<file path="src/core/conv_ctrl_pkg.sv">
// constants shared by the conversion control block
package conv_ctrl_pkg;
   localparam int          RESULT_W       = 12;
   localparam int          FRAME_W        = 16;
   localparam int          LEAD_ZEROS     = FRAME_W - RESULT_W;
   localparam int          BYTE_W         = 8;
   localparam int          NIBBLE_W       = 4;
   localparam int          CLK_MHZ        = 200;
   // nominal converter clock 2.5 MHz -> divide 200 MHz by 80
   localparam int          CONV_CLK_KHZ   = 2500;
   localparam int          CONV_DIV       = (CLK_MHZ * 1000) / CONV_CLK_KHZ;
   // acquisition time after conversion, 2 us
   localparam int          ACQ_NS         = 2000;
   localparam int          ACQ_CYC        = (ACQ_NS * CLK_MHZ + 999) / 1000;
   // three-level format input codes
   localparam logic [1:0]  FMT_POS        = 2'h2;   // +5 V: parallel only
   localparam logic [1:0]  FMT_GND        = 2'h0;   // 0 V: byte/serial, gated clock
   localparam logic [1:0]  FMT_NEG        = 2'h1;   // -5 V: byte/serial, free clock
   localparam logic [11:0] BIPOLAR_OFFSET = 12'h800;
   localparam logic [11:0] RESULT_RESET   = 12'h000;
   typedef enum logic [1:0] {
      ST_TRACK   = 2'b00,
      ST_CONVERT = 2'b01,
      ST_ACQUIRE = 2'b10
   } conv_state_t;
endpackage

</file>
<file path="src/core/conv_ctrl.sv">
// conversion start, approximation sequencing and output format control
// Summary of operation
// - format input high gives only the 12-bit parallel word.
// - format at ground gives byte/serial; serial clock stops after a frame.
// - format at negative supply gives byte/serial with free-running serial clock.
// - rising edge of convert_start_n with chip select high enters hold and starts a conversion.
// - convert_start_n is asynchronous and is synchronised before use.
// - chip select is active low; the parallel/byte read port answers only while selected.
// - with convert_start_n held low, each chip select fall starts a conversion.
// - chip-select-started conversions enter hold on the chip select fall.
// - results come from 12 successive-approximation steps, one bit each.
// - bipolar variants code results as twos complement.
// - unipolar variant codes straight binary, zero input gives zero.
// - bipolar extremes are 0111..1 and 1000..0; just below zero is all ones.
// - byte mode high byte is zero nibble plus top four bits, else low byte.
// - active-low status output shows conversion in progress.
// - serial data is valid at the serial clock fall while frame is low.
// - converter clock is internal when selected, else the external clock.
`timescale 1ns/1ps
module conv_ctrl
   import conv_ctrl_pkg::*;
#(
   parameter bit BIPOLAR = 1'b1
) (
   input  wire logic                            clock_i,
   input  wire logic                            rst_i,
   input  wire logic                            convert_start_n_i,
   input  wire logic                            chip_sel_n_i,
   input  wire logic                            read_n_i,
   input  wire logic [1:0]                      format_i,
   input  wire logic                            high_byte_sel_i,
   input  wire logic                            ext_clk_i,
   input  wire logic                            use_internal_clk_i,
   input  wire logic                            comparator_i,
   input  wire logic                            result_ready_i,
   output logic      [conv_ctrl_pkg::RESULT_W-1:0] dac_code_o,
   output logic                                 hold_o,
   output logic                                 busy_n_o,
   output logic      [conv_ctrl_pkg::RESULT_W-1:0] data_o,
   output logic                                 data_oe_o,
   output logic                                 result_valid_o,
   output logic                                 serial_clk_o,
   output logic                                 serial_clk_oe_o,
   output logic                                 serial_out_o,
   output logic                                 serial_out_oe_o,
   output logic                                 serial_frame_n_o,
   output logic                                 serial_frame_n_oe_o
);
   import conv_ctrl_pkg::*;

   conv_state_t          state;
   logic [1:0]           cs_sync;
   logic [1:0]           cv_sync;
   logic [1:0]           rd_sync;
   logic [1:0]           ck_sync;
   logic                 cs_d;
   logic                 cv_d;
   logic                 ck_d;
   logic                 cs_n;
   logic                 cv_n;
   logic                 ck_rise;
   logic [6:0]           div_cnt;
   logic                 int_tick;
   logic                 conv_tick;
   logic                 start;
   logic [RESULT_W-1:0]  approx_register;
   logic [3:0]           bit_idx;
   logic [9:0]           acq_cnt;
   logic [RESULT_W-1:0]  coded;
   logic                 buf_in_ready;
   logic [RESULT_W-1:0]  buf_data;
   logic                 buf_valid;
   logic                 buf_pop;
   logic [RESULT_W-1:0]  last_result;
   logic                 parallel_only;
   logic                 free_sclk;
   logic [FRAME_W-1:0]   shift;
   logic [4:0]           shift_cnt;
   logic                 sclk_phase;
   logic [1:0]           fmt_flags;
   logic                 step;
   logic [RESULT_W-1:0]  rd_word;

   // format flags, one decoder used for both
   function automatic logic [1:0] decode_fmt(input logic [1:0] f);
      unique case (f)
         FMT_POS: decode_fmt = 2'b10;
         FMT_NEG: decode_fmt = 2'b01;
         default: decode_fmt = 2'b00;               // ground and illegal code
      endcase
   endfunction

   assign fmt_flags     = decode_fmt(format_i);
   assign parallel_only = fmt_flags[1];
   assign free_sclk     = fmt_flags[0];

   // two flip-flop synchronisers for chip select, convert start, read and external clock inputs
   always_ff @(posedge clock_i) begin
      if (rst_i) begin
         cs_sync <= 2'h3;
         cv_sync <= 2'h3;
         rd_sync <= 2'h3;
         ck_sync <= 2'h0;
      end else begin
         cs_sync <= {cs_sync[0], chip_sel_n_i};
         cv_sync <= {cv_sync[0], convert_start_n_i};
         rd_sync <= {rd_sync[0], read_n_i};
         ck_sync <= {ck_sync[0], ext_clk_i};
      end
   end
   assign cs_n = cs_sync[1];
   assign cv_n = cv_sync[1];

   // edge history, taken only from the second synchroniser stage
   always_ff @(posedge clock_i) begin
      if (rst_i) begin
         cs_d <= 1'b1;
         cv_d <= 1'b1;
         ck_d <= 1'b0;
      end else begin
         cs_d <= cs_n;
         cv_d <= cv_n;
         ck_d <= ck_sync[1];
      end
   end
   assign ck_rise = ck_sync[1] && !ck_d;

   // internal oscillator stands in as a divider of the system clock
   always_ff @(posedge clock_i) begin
      if (rst_i) begin
         div_cnt <= 7'h00;
      end else if (div_cnt == 7'(CONV_DIV - 1)) begin
         div_cnt <= 7'h00;
      end else begin
         div_cnt <= div_cnt + 7'h01;
      end
   end
   assign int_tick  = (div_cnt == 7'(CONV_DIV - 1));
   assign conv_tick = use_internal_clk_i ? int_tick : ck_rise;
   // a step waits until the trial code has reached the comparator
   assign step = (state == ST_CONVERT) && conv_tick && (dac_code_o == approx_register);

   // start: convert_start rising edge, or chip select fall while it is held low;
   // a convert_start edge is ignored while chip select is low
   assign start = (state == ST_TRACK) &&
                  ((cv_n && !cv_d && cs_n) ||
                   (!cv_n && !cs_n && cs_d));

   // track, convert and acquire sequencing
   always_ff @(posedge clock_i) begin
      if (rst_i) begin
         state   <= ST_TRACK;
         bit_idx <= 4'h0;
         acq_cnt <= 10'h000;
      end else begin
         unique case (state)
            ST_TRACK: begin
               if (start) begin
                  state   <= ST_CONVERT;
                  bit_idx <= 4'(RESULT_W - 1);
               end
            end
            ST_CONVERT: begin
               if (step) begin
                  if (bit_idx == 4'h0) begin
                     state   <= ST_ACQUIRE;
                     acq_cnt <= 10'(ACQ_CYC - 1);
                  end else begin
                     bit_idx <= bit_idx - 4'h1;
                  end
               end
            end
            ST_ACQUIRE: begin
               // a start inside the spacing time is the host's fault; it is dropped
               if (acq_cnt == 10'h000) begin
                  state <= ST_TRACK;
               end else begin
                  acq_cnt <= acq_cnt - 10'h001;
               end
            end
            default: state <= ST_TRACK;
         endcase
      end
   end

   // successive approximation: trial bit set, kept or dropped per comparator
   always_ff @(posedge clock_i) begin
      if (rst_i) begin
         approx_register <= RESULT_RESET;
      end else if (start) begin
         approx_register <= RESULT_W'(1) << (RESULT_W - 1);
      end else if (step) begin
         approx_register[bit_idx] <= comparator_i;
         if (bit_idx != 4'h0) begin
            approx_register[bit_idx - 4'h1] <= 1'b1;
         end
      end
   end

   // binary offset from the comparator to twos complement for bipolar parts
   assign coded = BIPOLAR ? (approx_register ^ BIPOLAR_OFFSET)
                          : approx_register;

   // results queue holds two words for a stalled reader; a third result is dropped
   result_buffer #(
      .WIDTH(RESULT_W)
   ) u_buf (
      .clock_i     (clock_i),
      .rst_i       (rst_i),
      .in_data_i   ({coded[RESULT_W-1:1], comparator_i}),   // last bit lands this cycle
      .in_valid_i  (step && bit_idx == 4'h0),
      .in_ready_o  (buf_in_ready),
      .out_data_o  (buf_data),
      .out_valid_o (buf_valid),
      .out_ready_i (result_ready_i)
   );
   assign buf_pop = buf_valid && result_ready_i;
   assign rd_word = buf_valid ? buf_data : last_result;   // oldest unread result first

   // outputs of the converter core and status
   always_ff @(posedge clock_i) begin
      if (rst_i) begin
         dac_code_o     <= RESULT_RESET;
         hold_o         <= 1'b0;
         busy_n_o       <= 1'b1;
         last_result    <= RESULT_RESET;
         result_valid_o <= 1'b0;
      end else begin
         dac_code_o     <= approx_register;
         hold_o         <= (state == ST_CONVERT) || start;
         busy_n_o       <= !((state == ST_CONVERT) || start);
         result_valid_o <= buf_valid;
         if (buf_pop) begin
            last_result <= buf_data;
         end
      end
   end

   // parallel and byte read port; drives only while selected and reading
   always_ff @(posedge clock_i) begin
      if (rst_i) begin
         data_o    <= RESULT_RESET;
         data_oe_o <= 1'b0;
      end else begin
         data_oe_o <= !cs_n && !rd_sync[1] && (state != ST_CONVERT);
         if (parallel_only) begin
            data_o <= rd_word;
         end else if (high_byte_sel_i) begin
            data_o <= {{(RESULT_W - NIBBLE_W){1'b0}},
                       rd_word[RESULT_W-1 -: NIBBLE_W]};
         end else begin
            data_o <= {{(RESULT_W - BYTE_W){1'b0}}, rd_word[BYTE_W-1:0]};
         end
      end
   end

   // serial frame: loaded at start, shifted on every second converter tick until the frame ends;
   // the previous result goes out while the new one is resolved
   always_ff @(posedge clock_i) begin
      if (rst_i) begin
         shift     <= '0;
         shift_cnt <= 5'h00;
      end else if (start && !parallel_only) begin
         shift     <= {{LEAD_ZEROS{1'b0}}, last_result};
         shift_cnt <= 5'(FRAME_W + 1);
      end else if (shift_cnt != 5'h00 && conv_tick && !sclk_phase) begin
         // bits move on the rise; the first rise only opens the frame
         if (shift_cnt != 5'(FRAME_W + 1)) begin
            shift <= {shift[FRAME_W-2:0], 1'b0};
         end
         shift_cnt <= shift_cnt - 5'h01;
      end
   end

   // serial clock: half period per converter tick; low half holds a stable bit
   always_ff @(posedge clock_i) begin
      if (rst_i) begin
         sclk_phase <= 1'b0;
      end else if (conv_tick) begin
         sclk_phase <= ~sclk_phase;
      end
   end

   // open-drain serial pins; enable high pulls the line low
   always_ff @(posedge clock_i) begin
      if (rst_i) begin
         serial_clk_o        <= 1'b0;
         serial_clk_oe_o     <= 1'b0;
         serial_out_o        <= 1'b0;
         serial_out_oe_o     <= 1'b0;
         serial_frame_n_o    <= 1'b0;
         serial_frame_n_oe_o <= 1'b0;
      end else begin
         serial_clk_oe_o     <= !parallel_only && !sclk_phase &&
                                (free_sclk || shift_cnt != 5'h00);
         serial_out_oe_o     <= !parallel_only && shift_cnt != 5'h00 &&
                                !shift[FRAME_W-1];
         serial_frame_n_oe_o <= !parallel_only && shift_cnt != 5'h00 &&
                                shift_cnt != 5'(FRAME_W + 1);
      end
   end
endmodule // conv_ctrl

</file>
<file path="src/core/result_buffer.sv">
// two-entry buffer for finished conversion results
`timescale 1ns/1ps
module result_buffer #(
   parameter int WIDTH = 12
) (
   input  wire logic             clock_i,
   input  wire logic             rst_i,
   input  wire logic [WIDTH-1:0] in_data_i,
   input  wire logic             in_valid_i,
   output logic                  in_ready_o,
   output logic      [WIDTH-1:0] out_data_o,
   output logic                  out_valid_o,
   input  wire logic             out_ready_i
);
   logic [WIDTH-1:0] mem [2];
   logic             wr_ptr;
   logic             rd_ptr;
   logic [1:0]       count;
   logic             push;
   logic             pop;

   assign push        = in_valid_i && (count != 2'h2);
   assign pop         = out_valid_o && out_ready_i;
   assign in_ready_o  = (count != 2'h2);
   assign out_valid_o = (count != 2'h0);
   assign out_data_o  = mem[rd_ptr];

   // storage and pointers; pop and push may share a cycle
   always_ff @(posedge clock_i) begin
      if (rst_i) begin
         wr_ptr <= 1'b0;
         rd_ptr <= 1'b0;
         count  <= 2'h0;
      end else begin
         if (push) begin
            mem[wr_ptr] <= in_data_i;
            wr_ptr      <= ~wr_ptr;
         end
         if (pop) begin
            rd_ptr <= ~rd_ptr;
         end
         count <= count + {1'b0, push} - {1'b0, pop};
      end
   end
endmodule // result_buffer

</file>
<file path="config.mk">
export PLATFORM = sky130hd
export DESIGN_NAME = conv_ctrl
export DESIGN_NICKNAME = d
export VERILOG_FILES = /design/src/core/conv_ctrl_pkg.sv /design/src/core/conv_ctrl.sv /design/src/core/result_buffer.sv
export SDC_FILE = /design/constraint.sdc
export NUM_CORES = 1
export LEC_CHECK = 0
export ABC_AREA = 1
export BUFFER_PORTS_ARGS = -buffer_cell sky130_fd_sc_hd__buf_2
export CAP_MARGIN = 25
export CORE_MARGIN = 3
export CORE_UTILIZATION = 50
export DETAILED_ROUTE_END_ITERATION = 7
export GPL_ROUTABILITY_DRIVEN = 0
export PLACE_DENSITY = 0.71
export SLEW_MARGIN = 30
export SYNTH_ARGS = -nofsm -noshare
export SYNTH_HDL_FRONTEND = slang
export SYNTH_SLANG_ARGS = --single-unit
</file>
<file path="constraint.sdc">
create_clock -name clock_i -period 2.4 [get_ports clock_i]
set_input_delay 0.48 -clock clock_i [delete_from_list [all_inputs] [get_ports clock_i]]
set_output_delay 0.48 -clock clock_i [all_outputs]
set_load 0.01 [all_outputs]
</file>
==> reports/summary.txt <==
Post-CTS Resized = 0
finished layout cell area = 7290 um^2
dpl hpwl = 9870 um
Slew Limit Fails = 0
power density over cell area = 822 nW/um^2
CTS Buffer Depth = 2
fin crit share = 0.859
area of the multi-input gates = 2730 um^2
switching portion of total power = 0.273
Slew HR = 0.623
Post-synth ARST share = 0
clock insertion delay at the later pin of the skew report = 0.43 ns
core area = 12200 um^2
Post-Place Cells = 1016
Max Cap Violations = 0
sequential area share after synthesis = 0.483
worst reg2reg path depth = 10
router iterations before antenna repair = 5
post-route ant nets = 0
GRT Util Overall = 0.206
Die Span X = 118 um
postcts setup bufs = 0
CTS tree = built
Avg Inst Size Synth = 7.71 um^2
# rows = 40
die height = 118 um
Remaining Overflow, GRT = 0
largest net degree at the start of global routing = 31
clk slew on worst S/H paths = 0.06 ns
dpl cell area = 6700 um^2
DR vias = 5238
unrepaired setup endpoints after global routing = false
Main synth FF type = dfxtp_1
register area = 3040 um^2
initial antenna violation count = 0
Clk pwr share = 0.431
Final setup viols = 0
P_sw = 1.64 mW
Final Core Density = 0.600
Worst R2R Setup Slack = 0.34 ns
CTS H-tree lvls = 4
IO Count = 46
# hold bufs at CTS = 0
Worst-Margin Slew = 0.562 ns
setup TNS after final layout = 0 ns
Cell Int Power = 4.36 mW
Worst Hold Endpoint = cv_sync[0]
CTS root buf = clkbuf_16
fraction of layout cells with a size suffix above 1 = 0.147
Layout fillers = 1094
CTS Sinks = 140
# DRC = 0
initial core utilization = 0.518
worst-path fanout max = 7
status = finished, final reports clean
crit path launch type = flip-flop
CP Capture Type = flip-flop
Final Skew = 0.00906 ns
Hold Vio Cnt, Final = 0
Port Buf Inserts = 42
Final Non-Filler Cells = 1048
first-pass GRT wire length = 23500 um
Hold Crit Class = input port to flip-flop
CP Class = flip-flop to flip-flop
VDD IR max = 524 uV
min-delay src = convert_start_n_i
Static Leak = 3.20 nW
vias in the first global route = 5053
final WL = 13700 um
DR iter-0 viols = 387
EDFF count, synth = 24
Synth Warn # = 0
die area = 14000 um^2
Worst Path Arrival = 2.19 ns
Syn Inst Count = 817
Logic pwr share = 0.140
Layout area overhead = 15.7%
Mapped Area = 6300 um^2
Via density = 5.00
Routed wire per std cell = 13.1 um
Worst Path Required = 2.53 ns
Reg-to-Reg Start = div_cnt[0]
FF+latch count, synth = 140
fmax = 0.485 GHz
Nets = 891
Num CTS Buffers = 17
Distinct cells, synth = 42
final period demand of the worst path = 2.06 ns
Reg-to-Reg End = u_buf.mem[0][6]
Seq pwr share = 0.429
Hold Path Stages = 2
ant diodes = 0
## Yosys cell counts (all sizes together) (7+ instances only)
library cell / n / area (um^2)
a21oi: 55 / 290
inv: 105 / 394
nand2: 178 / 691
nor3: 10 / 50.1
o21ai: 67 / 347
nand3: 48 / 275
nand4: 15 / 100
nor2: 117 / 490
buf: 9 / 76.3
dfxtp: 116 / 2320
or2: 7 / 43.8
edfxtp: 24 / 721
clkbuf: 18 / 67.6
ha: 12 / 150
## final cells by class
type	count	share of cell area
sequential	140	0.417
timing repair buffer	56	0.0432
tap	168	0.0288
clock buffer	20	0.0671
clock inverter	12	0.0149
multi-input combinational	546	0.374
inverter	106	0.0546
## metrics by stage
step	power, mW	worst slack [ns]	hold WS [ns]
5_1_grt	6.28	0.148	0.229
4_1_cts	6.04	0.309	0.231
3_5_place_dp	3.45	0.330	0.388
6_report	5.99	0.338	0.249
3_3_place_gp	3.44	0.400	0.379
2_1_floorplan	3.22	0.254	0.373
## power groups by stage
stage	combinational, mW	clock [mW]	sequential, mW
floorplan	0.593	0	2.63
global placement	0.819	0	2.62
detailed placement	0.830	0	2.62
CTS	0.836	2.64	2.57
global route	0.959	2.73	2.58
finish	0.839	2.58	2.57
## cells by family (layout without fill, tap and decap cells)
family | after synthesis | count (layout) | share of synthesized area
AOI/OAI and AO/OA | 141 | 141 | 0.125
xor gates and xnor gates | 9 | 9 | 0.0125
adders and majority gates | 12 | 12 | 0.0238
buffers and inverters | 133 | 194 | 0.0860
DFF | 140 | 140 | 0.483
muxes | 1 | 1 | 0.00159
other | 1 | 3 | 0.000595
and+or+nand+nor | 380 | 380 | 0.268
## sequential cells by signal (all words and copies together), names as in the netlist, 2 cells and up, named ones only
| register | count |
|---|---|
| last_result | 12 |
| u_buf.count | 2 |
| data_o | 12 |
| bit_idx | 4 |
| acq_cnt | 10 |
| approx_register | 12 |
| cs_sync | 2 |
| rd_sync | 2 |
| shift | 16 |
| cv_sync | 2 |
| shift_cnt | 5 |
| state | 2 |
| u_buf.mem | 24 |
| dac_code_o | 12 |
| ck_sync | 2 |
| div_cnt | 7 |
## placed cells by master, fill, tap and decap left out, types with 2 or more instances in the layout
master,instances
o21ai_0,66
conb_1,3
ha_1,12
xnor2_1,5
inv_4,2
clkinv_4,5
nand3_1,44
inv_2,6
nor2_1,106
nor2_4,2
nand2_2,3
o211ai_1,5
xor2_1,4
inv_1,99
a211oi_1,5
clkbuf_16,19
buf_2,42
a21oi_2,4
a31oi_1,2
or2_2,7
nand2_1,173
dfxtp_1,116
nand3_4,2
nor3_1,9
nor3b_1,4
nand3_2,2
edfxtp_1,24
nand2_4,2
nor2_2,8
nand4_1,14
a21oi_1,51
clkinv_2,3
a311oi_1,4
buf_4,14
## how the worst max path moves through the flow
stage	cells after the start	startpoint	endpoint	slack, ns
floorplan	9	div_cnt[0]	u_buf.mem[0][0]	0.25
global placement	10	div_cnt[0]	u_buf.mem[0][5]	0.40
detailed placement	10	div_cnt[0]	u_buf.mem[0][2]	0.33
CTS	10	div_cnt[0]	u_buf.mem[0][4]	0.31
global route	10	div_cnt[0]	u_buf.mem[0][4]	0.15
finish	10	div_cnt[0]	u_buf.mem[0][6]	0.34
## worst max-delay path, cell delays in order, from the launching register on
cell and delay [ns]:
dfxtp_1 0.35, ha_1 0.18, nand2_1 0.11, nor2_2 0.14, nand3_1 0.17, nand2_4 0.16, inv_1 0.08, nor2_1 0.10
nand3_1 0.11, nor2_1 0.18, buf_4 0.20
## per-layer routing
metal | wire length [um] | global-route usage
met1 | 6290 | 0.255
met2 | 6580 | 0.339
met3 | 613 | 0.0646
met4 | 233 | 0.0718
met5 | 0 | 0
Note: power is estimated with default switching activity, not from simulation.
